`src/sdram_mr_pkg.sv`:
```
// Constants, field layout and carrier types for the mode register block.
// Assumes a single system clock; pins arrive from the link domain.
package sdram_mr_pkg;
   // ---------------------------------------------------------------
   // Widths and counts
   // ---------------------------------------------------------------
   localparam int MR_W    = 13;  // Address pins A0..A12
   localparam int BA_W    = 3;   // Bank address pins
   localparam int MR_CNT  = 4;   // Mode registers held
   localparam int BEATS   = 8;   // Beat slots per burst
   localparam int TMRD_CK = 4;   // Command cycles between two writes
   localparam int TMOD_CK = 12;  // Command cycles until features settle
   localparam int CNT_W   = 8;   // Width of the settle counter
   // ---------------------------------------------------------------
   // Burst and latency register fields
   // ---------------------------------------------------------------
   localparam int BL_LSB   = 0;  // Burst length, two bits
   localparam int BT_BIT   = 3;  // Burst type
   localparam int DLL_BIT  = 8;  // DLL reset, self clearing
   localparam int OTF_BIT  = 12; // A12 on read/write: high = burst 8
   localparam logic [1:0] BL_FIX8 = 2'h0;
   localparam logic [1:0] BL_OTF  = 2'h1;
   localparam logic [1:0] BL_FIX4 = 2'h2;
   localparam logic [MR_W-1:0] MR_RESET = 13'h0000;
   localparam logic [1:0] BLR_SEL = 2'h0;  // Bank select of the burst and latency register
   // ---------------------------------------------------------------
   // Carrier types
   // ---------------------------------------------------------------
   typedef struct packed
   {
      logic            cs_n;
      logic            ras_n;
      logic            cas_n;
      logic            we_n;
      logic [BA_W-1:0] ba;
      logic [MR_W-1:0] addr;
   } cmd_pins_t;
   typedef struct packed
   {
      logic [2:0] col;  // Column of this beat
      logic       hiz;  // Drivers released in this slot
      logic       dc;   // Write slot ignored
      logic       wr;   // Beat belongs to a write
      logic       last; // Final slot of the burst
   } beat_t;
   // ---------------------------------------------------------------
   // Beat ordering
   // ---------------------------------------------------------------
   function automatic logic [2:0] beat_col(input logic [2:0] start, input logic [2:0] idx,
                                           input logic inter, input logic wr, input logic chop);
      logic [1:0] lo;
      lo = inter ? (start[1:0] ^ idx[1:0]) : 2'(start[1:0] + idx[1:0]);
      if (wr)
         beat_col = chop ? {start[2], idx[1:0]} : idx;
      else
         beat_col = {start[2] ^ idx[2], lo};
   endfunction
endpackage

```
`src/beat_fifo.sv`:
```
// Small synchronous FIFO with valid/ready on both sides.
// Assumes the same clock and reset as its user.
`timescale 1ns/1ps
module beat_fifo #(
   parameter int W     = 8,
   parameter int DEPTH = 4
)(
   input  wire logic         i_clock,
   input  wire logic         i_reset_n,
   input  wire logic         i_in_valid,
   output logic              o_in_ready,
   input  wire logic [W-1:0] i_in_data,
   output logic              o_out_valid,
   input  wire logic         i_out_ready,
   output logic [W-1:0]      o_out_data
);
   localparam int AW = $clog2(DEPTH);
   logic [W-1:0]  mem_q [DEPTH];   // Storage flops
   logic [AW-1:0] wp_q, wp_d;      // Write index
   logic [AW-1:0] rp_q, rp_d;      // Read index
   logic [AW:0]   cnt_q, cnt_d;    // Fill level
   logic          push, pop;
   // ---------------------------------------------------------------
   // Flags and pointers
   // ---------------------------------------------------------------
   always_comb
   begin
      o_in_ready  = (cnt_q != (AW+1)'(DEPTH));
      o_out_valid = (cnt_q != '0);
      o_out_data  = mem_q[rp_q];
      push        = i_in_valid && o_in_ready;
      pop         = o_out_valid && i_out_ready;
      // Pointers wrap at the depth, which need not be a power of two
      wp_d  = push ? ((wp_q == AW'(DEPTH-1)) ? '0 : AW'(wp_q + 1'b1)) : wp_q;
      rp_d  = pop ? ((rp_q == AW'(DEPTH-1)) ? '0 : AW'(rp_q + 1'b1)) : rp_q;
      cnt_d = (AW+1)'(cnt_q + push - pop);
   end
   always_ff @(posedge i_clock or negedge i_reset_n)
   begin
      if (!i_reset_n)
      begin
         wp_q  <= '0;
         rp_q  <= '0;
         cnt_q <= '0;
      end
      else
      begin
         wp_q  <= wp_d;
         rp_q  <= rp_d;
         cnt_q <= cnt_d;
      end
   end
   // Storage needs no reset; empty flag hides stale words
   always_ff @(posedge i_clock)
   begin
      if (push)
         mem_q[wp_q] <= i_in_data;
   end
endmodule

```
`src/sdram_mode_register_burst.sv`:
```
// Mode register capture and burst beat ordering of the memory device.
// Assumes command pins and the link clock arrive asynchronously;
// a consumer drains beats through o_beat/i_beat_ready.
`timescale 1ns/1ps
// Function
// - four registers change only on mode set or DLL clear
// - mode set never touches array contents
// - features settle in tMOD; others wait
// - all-low command and bank selects register
// - A3 picks sequential or interleaved order
// - A1:A0 pick chop, burst or on-the-fly
// - burst-8 reads ordered from starting column
// - chop-4 reads float last four slots
// - writes ignore low column bits
// - fixed chop writes start two clocks early
// - DLL reset bit clears after reset done
module sdram_mode_register_burst #(
   parameter int TMOD_CK    = sdram_mr_pkg::TMOD_CK,
   parameter int FIFO_DEPTH = 4
)(
   input  wire logic                    i_clock,
   input  wire logic                    i_reset_n,
   input  wire logic                    i_ck,
   input  wire logic                    i_cke,
   input  wire sdram_mr_pkg::cmd_pins_t i_cmd,
   input  wire logic                    i_beat_ready,
   output logic [sdram_mr_pkg::MR_W-1:0] o_burst_latency,
   output logic                         o_mode_busy,
   output logic                         o_dll_reset,
   output logic                         o_wr_pull_in,
   output logic                         o_cmd_refused,
   output logic                         o_beat_valid,
   output sdram_mr_pkg::beat_t          o_beat
);
   import sdram_mr_pkg::*;
   // ---------------------------------------------------------------
   // Pin synchronisers
   // ---------------------------------------------------------------
   cmd_pins_t cmd_s1_q, cmd_s2_q;   // Two stages for command pins
   logic      ck_s1_q, ck_s2_q;     // Two stages for the link clock
   logic      cke_s1_q, cke_s2_q;   // Two stages for clock enable
   logic      ck_old_q;             // Previous synced clock level
   always_ff @(posedge i_clock or negedge i_reset_n)
   begin
      if (!i_reset_n)
      begin
         cmd_s1_q <= '1;
         cmd_s2_q <= '1;
         ck_s1_q  <= 1'b0;
         ck_s2_q  <= 1'b0;
         cke_s1_q <= 1'b0;
         cke_s2_q <= 1'b0;
         ck_old_q <= 1'b0;
      end
      else
      begin
         cmd_s1_q <= i_cmd;
         cmd_s2_q <= cmd_s1_q;
         ck_s1_q  <= i_ck;
         ck_s2_q  <= ck_s1_q;
         cke_s1_q <= i_cke;
         cke_s2_q <= cke_s1_q;
         ck_old_q <= ck_s2_q;
      end
   end
   // ---------------------------------------------------------------
   // Command decode on rising link clock edges
   // ---------------------------------------------------------------
   // Pins are sampled two cycles late like the clock, so they line up
   logic ck_rise, is_mrs, is_rw, is_wr;
   always_comb
   begin
      ck_rise = ck_s2_q && !ck_old_q && cke_s2_q;
      is_mrs  = ck_rise && !cmd_s2_q.cs_n && !cmd_s2_q.ras_n && !cmd_s2_q.cas_n && !cmd_s2_q.we_n;
      is_rw   = ck_rise && !cmd_s2_q.cs_n && cmd_s2_q.ras_n && !cmd_s2_q.cas_n;
      is_wr   = !cmd_s2_q.we_n;
   end
   // ---------------------------------------------------------------
   // Mode registers, settle counter, DLL reset
   // ---------------------------------------------------------------
   logic [MR_W-1:0]  mr_q [MR_CNT];  // Write-only mode registers
   logic [MR_W-1:0]  mr_d [MR_CNT];
   logic [CNT_W-1:0] mod_q, mod_d;   // Link edges left until settled
   logic             dll_q, dll_d;   // DLL reset pending
   logic             dllp_d;         // DLL reset pulse next
   always_comb
   begin
      mr_d   = mr_q;
      mod_d  = mod_q;
      dll_d  = dll_q;
      dllp_d = 1'b0;
      if (ck_rise && mod_q != '0)
         mod_d = CNT_W'(mod_q - 1'b1);
      // DLL reset is carried out one link edge after the write
      if (ck_rise && dll_q)
      begin
         dllp_d             = 1'b1;
         dll_d              = 1'b0;
         mr_d[0][DLL_BIT]   = 1'b0;
      end
      // Set after clear: a fresh write in the same edge wins
      // Top bank bit high selects no register and is ignored
      if (is_mrs && !cmd_s2_q.ba[2])
      begin
         mr_d[cmd_s2_q.ba[1:0]] = cmd_s2_q.addr;
         mod_d = CNT_W'(TMOD_CK);
         if (cmd_s2_q.ba[1:0] == BLR_SEL)
            dll_d = cmd_s2_q.addr[DLL_BIT];
      end
   end
   // Only register storage is touched; there is no path to the array
   always_ff @(posedge i_clock or negedge i_reset_n)
   begin
      if (!i_reset_n)
      begin
         for (int i = 0; i < MR_CNT; i++)
            mr_q[i] <= MR_RESET;
         mod_q       <= '0;
         dll_q       <= 1'b0;
         o_dll_reset <= 1'b0;
         o_mode_busy <= 1'b0;
      end
      else
      begin
         mr_q        <= mr_d;
         mod_q       <= mod_d;
         dll_q       <= dll_d;
         o_dll_reset <= dllp_d;
         o_mode_busy <= (mod_d != '0);
      end
   end
   assign o_burst_latency = mr_q[0];
   // ---------------------------------------------------------------
   // Beat generator
   // ---------------------------------------------------------------
   typedef enum logic {GEN_IDLE, GEN_RUN} gen_t;
   gen_t       st_q, st_d;        // Generator state
   logic [2:0] idx_q, idx_d;      // Beat slot index
   logic [2:0] start_q, start_d;  // Starting column
   logic       wr_q, wr_d;        // Write burst
   logic       chop_q, chop_d;    // Chop-4 burst
   logic       int_q, int_d;      // Interleaved order
   logic       pull_d, ref_d;
   beat_t      push_beat;
   logic       push_ok;           // FIFO accepts a beat
   logic [1:0] bl;
   always_comb
   begin
      st_d    = st_q;
      idx_d   = idx_q;
      start_d = start_q;
      wr_d    = wr_q;
      chop_d  = chop_q;
      int_d   = int_q;
      pull_d  = o_wr_pull_in;
      ref_d   = 1'b0;
      bl      = mr_q[0][BL_LSB+1:BL_LSB];
      push_beat.col  = beat_col(start_q, idx_q, int_q, wr_q, chop_q);
      push_beat.hiz  = !wr_q && chop_q && idx_q[2];
      push_beat.dc   = wr_q && chop_q && idx_q[2];
      push_beat.wr   = wr_q;
      push_beat.last = (idx_q == 3'h7);
      case (st_q)
         GEN_IDLE:
         begin
            // Column access while settling is refused
            if (is_rw && o_mode_busy)
               ref_d = 1'b1;
            else if (is_rw)
            begin
               st_d    = GEN_RUN;
               idx_d   = 3'h0;
               start_d = cmd_s2_q.addr[2:0];
               wr_d    = is_wr;
               int_d   = mr_q[0][BT_BIT];
               chop_d  = (bl == BL_FIX4) ||
                         (bl == BL_OTF && !cmd_s2_q.addr[OTF_BIT]);
               // Early internal write only for fixed chop
               pull_d  = is_wr && (bl == BL_FIX4);
            end
         end
         GEN_RUN:
         begin
            // Column commands overlapping a running burst are dropped
            if (is_rw)
               ref_d = 1'b1;
            if (push_ok)
            begin
               idx_d = 3'(idx_q + 1'b1);
               if (idx_q == 3'h7)
                  st_d = GEN_IDLE;
            end
         end
         default:
            st_d = GEN_IDLE;
      endcase
   end
   always_ff @(posedge i_clock or negedge i_reset_n)
   begin
      if (!i_reset_n)
      begin
         st_q          <= GEN_IDLE;
         idx_q         <= 3'h0;
         start_q       <= 3'h0;
         wr_q          <= 1'b0;
         chop_q        <= 1'b0;
         int_q         <= 1'b0;
         o_wr_pull_in  <= 1'b0;
         o_cmd_refused <= 1'b0;
      end
      else
      begin
         st_q          <= st_d;
         idx_q         <= idx_d;
         start_q       <= start_d;
         wr_q          <= wr_d;
         chop_q        <= chop_d;
         int_q         <= int_d;
         o_wr_pull_in  <= pull_d;
         o_cmd_refused <= ref_d;
      end
   end
   // ---------------------------------------------------------------
   // Beat buffer and registered output
   // ---------------------------------------------------------------
   // A stalled consumer fills the FIFO and then holds the generator
   logic  f_valid, pop;
   beat_t f_beat, ob_d;
   logic  ov_d;
   beat_fifo #(.W($bits(beat_t)), .DEPTH(FIFO_DEPTH)) u_fifo (
      .i_clock     (i_clock),
      .i_reset_n   (i_reset_n),
      .i_in_valid  (st_q == GEN_RUN),
      .o_in_ready  (push_ok),
      .i_in_data   (push_beat),
      .o_out_valid (f_valid),
      .i_out_ready (pop),
      .o_out_data  (f_beat)
   );
   always_comb
   begin
      pop  = f_valid && (!o_beat_valid || i_beat_ready);
      ov_d = pop ? 1'b1 : (i_beat_ready ? 1'b0 : o_beat_valid);
      ob_d = pop ? f_beat : o_beat;
   end
   always_ff @(posedge i_clock or negedge i_reset_n)
   begin
      if (!i_reset_n)
      begin
         o_beat_valid <= 1'b0;
         o_beat       <= '0;
      end
      else
      begin
         o_beat_valid <= ov_d;
         o_beat       <= ob_d;
      end
   end

   logic run_chop;
   assign run_chop = (st_q == GEN_RUN) && push_ok;
endmodule

```
`config.mk`:
```
export PLATFORM = sky130hd
export DESIGN_NAME = sdram_mode_register_burst
export DESIGN_NICKNAME = d
export VERILOG_FILES = /design/src/sdram_mr_pkg.sv /design/src/beat_fifo.sv /design/src/sdram_mode_register_burst.sv
export SDC_FILE = /design/constraint.sdc
export NUM_CORES = 1
export LEC_CHECK = 0
export BUFFER_PORTS_ARGS = -buffer_cell sky130_fd_sc_hd__buf_2
export CAP_MARGIN = 20
export CORE_MARGIN = 2
export CORE_UTILIZATION = 25
export DETAILED_ROUTE_END_ITERATION = 8
export SETUP_SLACK_MARGIN = 0.05
export SYNTH_ARGS = -nofsm -noshare
export SYNTH_HDL_FRONTEND = slang
export SYNTH_SLANG_ARGS = --single-unit
```
`constraint.sdc`:
```
create_clock -name i_clock -period 7.3 [get_ports i_clock]
set_clock_uncertainty 0.2 [all_clocks]
set_input_delay 1.46 -clock i_clock [delete_from_list [all_inputs] [get_ports i_clock]]
set_output_delay 1.46 -clock i_clock [all_outputs]
set_load 0.02 [all_outputs]
```
== Yosys cells after proc, flatten, opt, wreduce, memory -nomap -nowiden ==
Memories as Yosys holds them, arrays and structs flattened. A register that Yosys moved wholly into a read port is not among the register bits.
Index checks and enable logic that the tools add are counted.
Word-level totals
  memories kept: 1
  bits in writable memories: 28
  bits in registers: 128
  output and inout port bits: 25
Operators by class
  reductions and logical operators: 41
  bitwise gates (word level): 5
  equality and inequality tests: 9
  muxes and demuxes: 31
  add/sub/neg operators: 7
  order comparisons: 2
Memory list
  u_fifo.mem_q: words 4, bits a word 7, rd ports 1, clocked after Yosys merged registers in 1, write ports 1, RTL line beat_fifo.sv:18  | logic [W-1:0] mem_q [DEPTH];
Operator list (number)
  bitwise mux 52 bit: 1
  2-to-1 mux 48 bit: 1
  demux 13 bit (select 2 bit): 1
  logical AND 1 bit: 22
  2-to-1 mux 8 bit: 2
  nonzero test 8 bit: 2
  2-to-1 mux 3 bit: 5
  2-to-1 mux 1 bit: 14
  2-to-1 mux 13 bit: 1
  zero test 1 bit: 10
  subtractor 8 x 1 -> 8 bit, second input constant: 1
  equality test 2 bit, second input constant: 3
  2-to-1 mux 2 bit: 3
  one-hot mux 3 bit (2 select lines): 1
  AND reduction 3 bit: 2
  adder 2 x 1 -> 2 bit, second input constant: 2
  inequality test 2 bit, second input constant: 2
  one-hot mux 1 bit (2 select lines): 2
  adder 3 x 1 -> 3 bit: 1
  adder 3 x 1 -> 3 bit, second input constant: 1
  equality test 3 bit, second input constant: 1
  greater-or-equal comparator 3 bit, second input constant: 1
  less-than comparator 3 x 1 -> 1 bit, second input constant: 1
  inequality test 3 bit, second input constant: 1
  other kinds (12): 14

== Longest topological paths before layout ==
  depth in word-level cells: 10
  mapped depth: 8
  mapped depth without buffers: 8

== By module ==
A second synthesis with hierarchy kept.
Second synthesis, totals
  cell total of the unflattened synthesis: 298
  area total of the unflattened synthesis: 4694.5 sq um
Modules (own cells, without submodules)
  sdram_mode_register_burst: area each 3239.4 sq um, seq. area each 2277.2 sq um, instances 1, cells each 223
  beat_fifo: area each 1455.1 sq um, seq. area each 1016.0 sq um, instances 1, cells each 75

== Worst setup path before layout ==
Ideal clock, no wire load.
  kind: input to register
  start: input port i_beat_ready
  end: register u_fifo.cnt_q[2]
  cell stages on the path: 8
  slack: 3.896 ns
  arrival: 3.080 ns
  data required time: 6.977 ns
  path through: inv_1 > a21oi_1 > ha_1 > inv_1 > ha_1 > fa_1 > xnor2_1 > xnor2_1
Between the ends
  cells in the longest elaborated chain, start to end: 4
RTL lines
  from (decl): RTL line sdram_mode_register_burst.sv:26  | input wire logic i_beat_ready,
  logical OR 1 bit: RTL line sdram_mode_register_burst.sv:242  | pop = f_valid && (!o_beat_valid || i_beat_ready);
  logical AND 1 bit: RTL line sdram_mode_register_burst.sv:242
  logical AND 1 bit: RTL line beat_fifo.sv:32  | pop = o_out_valid && i_out_ready;
  subtractor 3 x 1 -> 3 bit: RTL line beat_fifo.sv:36  | cnt_d = (AW+1)'(cnt_q + push - pop);
  net u_fifo.cnt_d[2]: RTL line beat_fifo.sv:21  | logic [AW:0] cnt_q, cnt_d;
  to (signal assigned): RTL line beat_fifo.sv:50  | cnt_q <= cnt_d;
  to (decl): RTL line beat_fifo.sv:21
The timed path passes the listed nets, and every way through them passes these cells.
A chain may end at the register's enable or synchronous reset.

== Final worst setup path ==
Same ends and word-level chain as after synthesis.

==> key figures <==
Synth
  • Yosys cell types: 45
  • Synth warn: 0
  • Top FF cell, synth: dfrtp_1
  • Mapped cell area: 0.00462 mm²
  • #FFs+latches synth: 124
  • Mapped Avg Cell Area: 15.5 µm²
  • FFs w/ async S/R, synth: 0.774
  • Number of flops mapped to enable cells by yosys: 28
  • Syn Nets: 336
  • Sequential area share after synthesis: 0.713
  • Mapped Cells: 298

Run status
  • Run status: completed

Worst hold path
  • Min-delay worst type: reg -> reg
  • Hold_sp: ck_s1_q$_DFF_PN0_

Clocking
  • Clock tree sinks: 124
  • Post-CTS sizing: 0
  • CTS buffer count: 17
  • CTS Buffer Depth: 2
  • TritonCTS clock tree: built
  • Post-CTS setup buffers: 0
  • Root Driver: clkbuf_16
  • CTS Hold Bufs: 0
  • Max H-tree Level: 4
  • Clock slew at reported path FFs: 0.06 ns
  • Worst-Skew Late Latency: 0.41 ns

Route
  • ANT nets after route: 0
  • Residual DRC count: 0
  • Initial DRC count: 197
  • Routed WL: 8210 µm
  • Routed length per placed instance: 13.6 µm
  • DRT Pass-1 Iters: 4
  • Vias: 2565
  • Vias per cell: 4.24

Timing
  • Shortest period the worst path allows: 3.32 ns
  • Fin. Hold Viols: 0
  • Fmax: 0.301 GHz
  • Slew headroom: 0.353
  • Worst setup margin: 3.98 ns
  • Setup TNS: 0 ns
  • Worst-margin pin slew: 0.971 ns
  • RSZ-0062 raised after global routing: false
  • Fin crit share: 0.455
  • Final setup violation count: 0
  • Final Max Tran Viols: 0

Final layout
  • Most frequent cells in the layout: dfrtp_1, buf_2, dfstp_2
  • Multi-input logic area: 0.00124 mm²
  • Commonest non-fill, non-tap cell in the layout: dfrtp_1
  • Final nets: 401
  • Layout cells sized above 1: 0.428
  • Diodes inserted: 0
  • Syn-to-layout area delta: 23.8%
  • Fill cell count: 1797
  • Register area: 0.00329 mm²

Setup path
  • Startpoint Class: input pin
  • CP arrival: 3.45 ns
  • CP required: 7.43 ns
  • Worst Setup SP: i_beat_ready
  • Worst reg2reg endpoint: o_mode_busy$_DFF_PN0_
  • Reg2reg setup slack: 4.56 ns
  • CP endpoint: u_fifo.cnt_q[2]$_DFF_PN0_
  • Crit Path Category: in -> reg
  • Critical path, cell by cell: buf_2 > inv_1 > a21oi_1 > ha_1 > inv_1 > ha_1 > fa_1 > xnor2_1 > xnor2_1
  • Worst path max stage delay: 0.68 ns
  • Crit. End Element: flip-flop
  • Crit Path Max Fanout: 10
  • FF-to-FF path depth: 7
  • Reg2reg start: mod_q[0]$_DFF_PN0_
  • Crit-path slowest cell: a21oi_1

Placed design
  • Post-place setup slack: 3.53 ns
  • RePlAce Congestion: 0.786
  • Detailed placement HPWL: 5460 µm
  • Port buffer count: 49

Die
  • Core area: 0.0180 mm²
  • Chip Width: 140 µm
  • I/O pins: 50
  • Initial Utilization: 0.256
  • Die Y: 140 µm
  • Die footprint: 0.0196 mm²
  • # rows: 49

Global route
  • Remaining global-route overflow: 0
  • All-layer global routing usage: 0.0925
  • Largest net degree at the start of global routing: 82
  • Vias in the first global route: 2742
  • First-pass GRT wire length: 14200 µm
  • Initial antenna violation count: 0

Run
  • Max Cap Viol: 0

Power
  • LEAKAGE: 2.49 nW
  • Peak supply drop: 0.182 mV
  • Total power: 0.00217 W
  • Power Density: 380 mW/mm²
==> final cells by class <==
cell class | count | area share
sequential | 124 | 0.576
multi-input combinational | 153 | 0.218
clock buffer | 17 | 0.0744
tap | 229 | 0.0501
timing repair buffer | 52 | 0.0472
clock inverter | 15 | 0.0252
inverter | 15 | 0.00984
==> sequential cells by signal, indices dropped and copies added, names as in the netlist, 2 cells and up <==
name and count:
u_fifo.rp_q 2, cmd_s1_q 20, idx_q 3, o_beat 7
start_q 3, u_fifo.cnt_q 3, mod_q 8, cmd_s2_q 20
u_fifo.mem_q 28, o_burst_latency 13, u_fifo.wp_q 2
==> synthesized netlist by cell type (2+ instances only) <==
cell type	number	area [µm²]
or4_1	2	15.0
xor2_1	2	17.5
clkbuf_1	2	7.51
nand2_1	15	56.3
ha_1	12	150
and2_1	2	12.5
nand3_1	6	30.0
mux2i_1	2	20.0
inv_1	15	56.3
a21oi_1	9	45.0
dfrtp_1	56	1400
nor3_1	6	30.0
or3_1	3	18.8
nand3b_1	3	22.5
xnor2_1	3	26.3
nor3_2	2	20.0
buf_2	3	15.0
dfstp_2	40	1050
nor2b_1	3	18.8
mux2_2	24	270
mux4_2	7	158
a21o_1	2	15.0
nand4_1	2	12.5
o21ai_0	12	60.1
and3_1	5	31.3
edfxtp_1	28	841
nor2_1	14	52.6
==> cell families (layout without fill, tap and decap cells) <==
group | after synthesis | after routing | share of synthesized area
adder cells (fa/ha/maj) | 13 | 13 | 0.0368
buffers and inverters | 21 | 99 | 0.0179
flip-flops | 124 | 124 | 0.713
multiplexers | 34 | 34 | 0.0994
AND/OR/NAND/NOR | 69 | 69 | 0.0804
AO/OA/AOI/OAI | 32 | 32 | 0.0433
XOR/XNOR | 5 | 5 | 0.00948
==> through the flow <==
stage               cells  hold WS (ns)  utilization  area [µm²]
global placement      573         0.136        0.286        5150
CTS                   605         0.149        0.317        5720
finish                605         0.149        0.317        5720
detailed placement    573         0.135        0.286        5150
global route          605         0.155        0.317        5720
floorplan             298         0.131            -        4620
==> worst max-delay path, delay by kind of cell <==
family / cells / cell delay (ns)
fa+ha+maj: 3 / 0.81
buf+inv: 3 / 0.17
xor+xnor: 2 / 0.32
compound gates: 1 / 0.68
==> report_power, final <==
group / leakage, nW / total (W) / internal [W] / switching [W]
clock network: 0.278 / 0.000807 / 0.000455 / 0.000351
logic: 0.824 / 0.000416 / 0.000190 / 0.000227
registers: 1.39 / 0.000950 / 0.000848 / 0.000102
==> worst min-delay path by stage <==
stage,to,slack (ns),depth (start not counted)
after floorplan,ck_s2_q$_DFF_PN0_,0.13,0
after global placement,ck_s2_q$_DFF_PN0_,0.14,0
after detailed placement,ck_s2_q$_DFF_PN0_,0.13,0
after CTS,ck_s2_q$_DFF_PN0_,0.15,0
after global routing,ck_s2_q$_DFF_PN0_,0.16,0
final,ck_s2_q$_DFF_PN0_,0.15,0
==> routing by layer <==
layer	wire, µm	track usage
met5	0	0
met4	110	0.0400
met3	471	0.0379
met2	3930	0.141
met1	3700	0.116
Note: power is estimated with default switching activity, not from simulation.
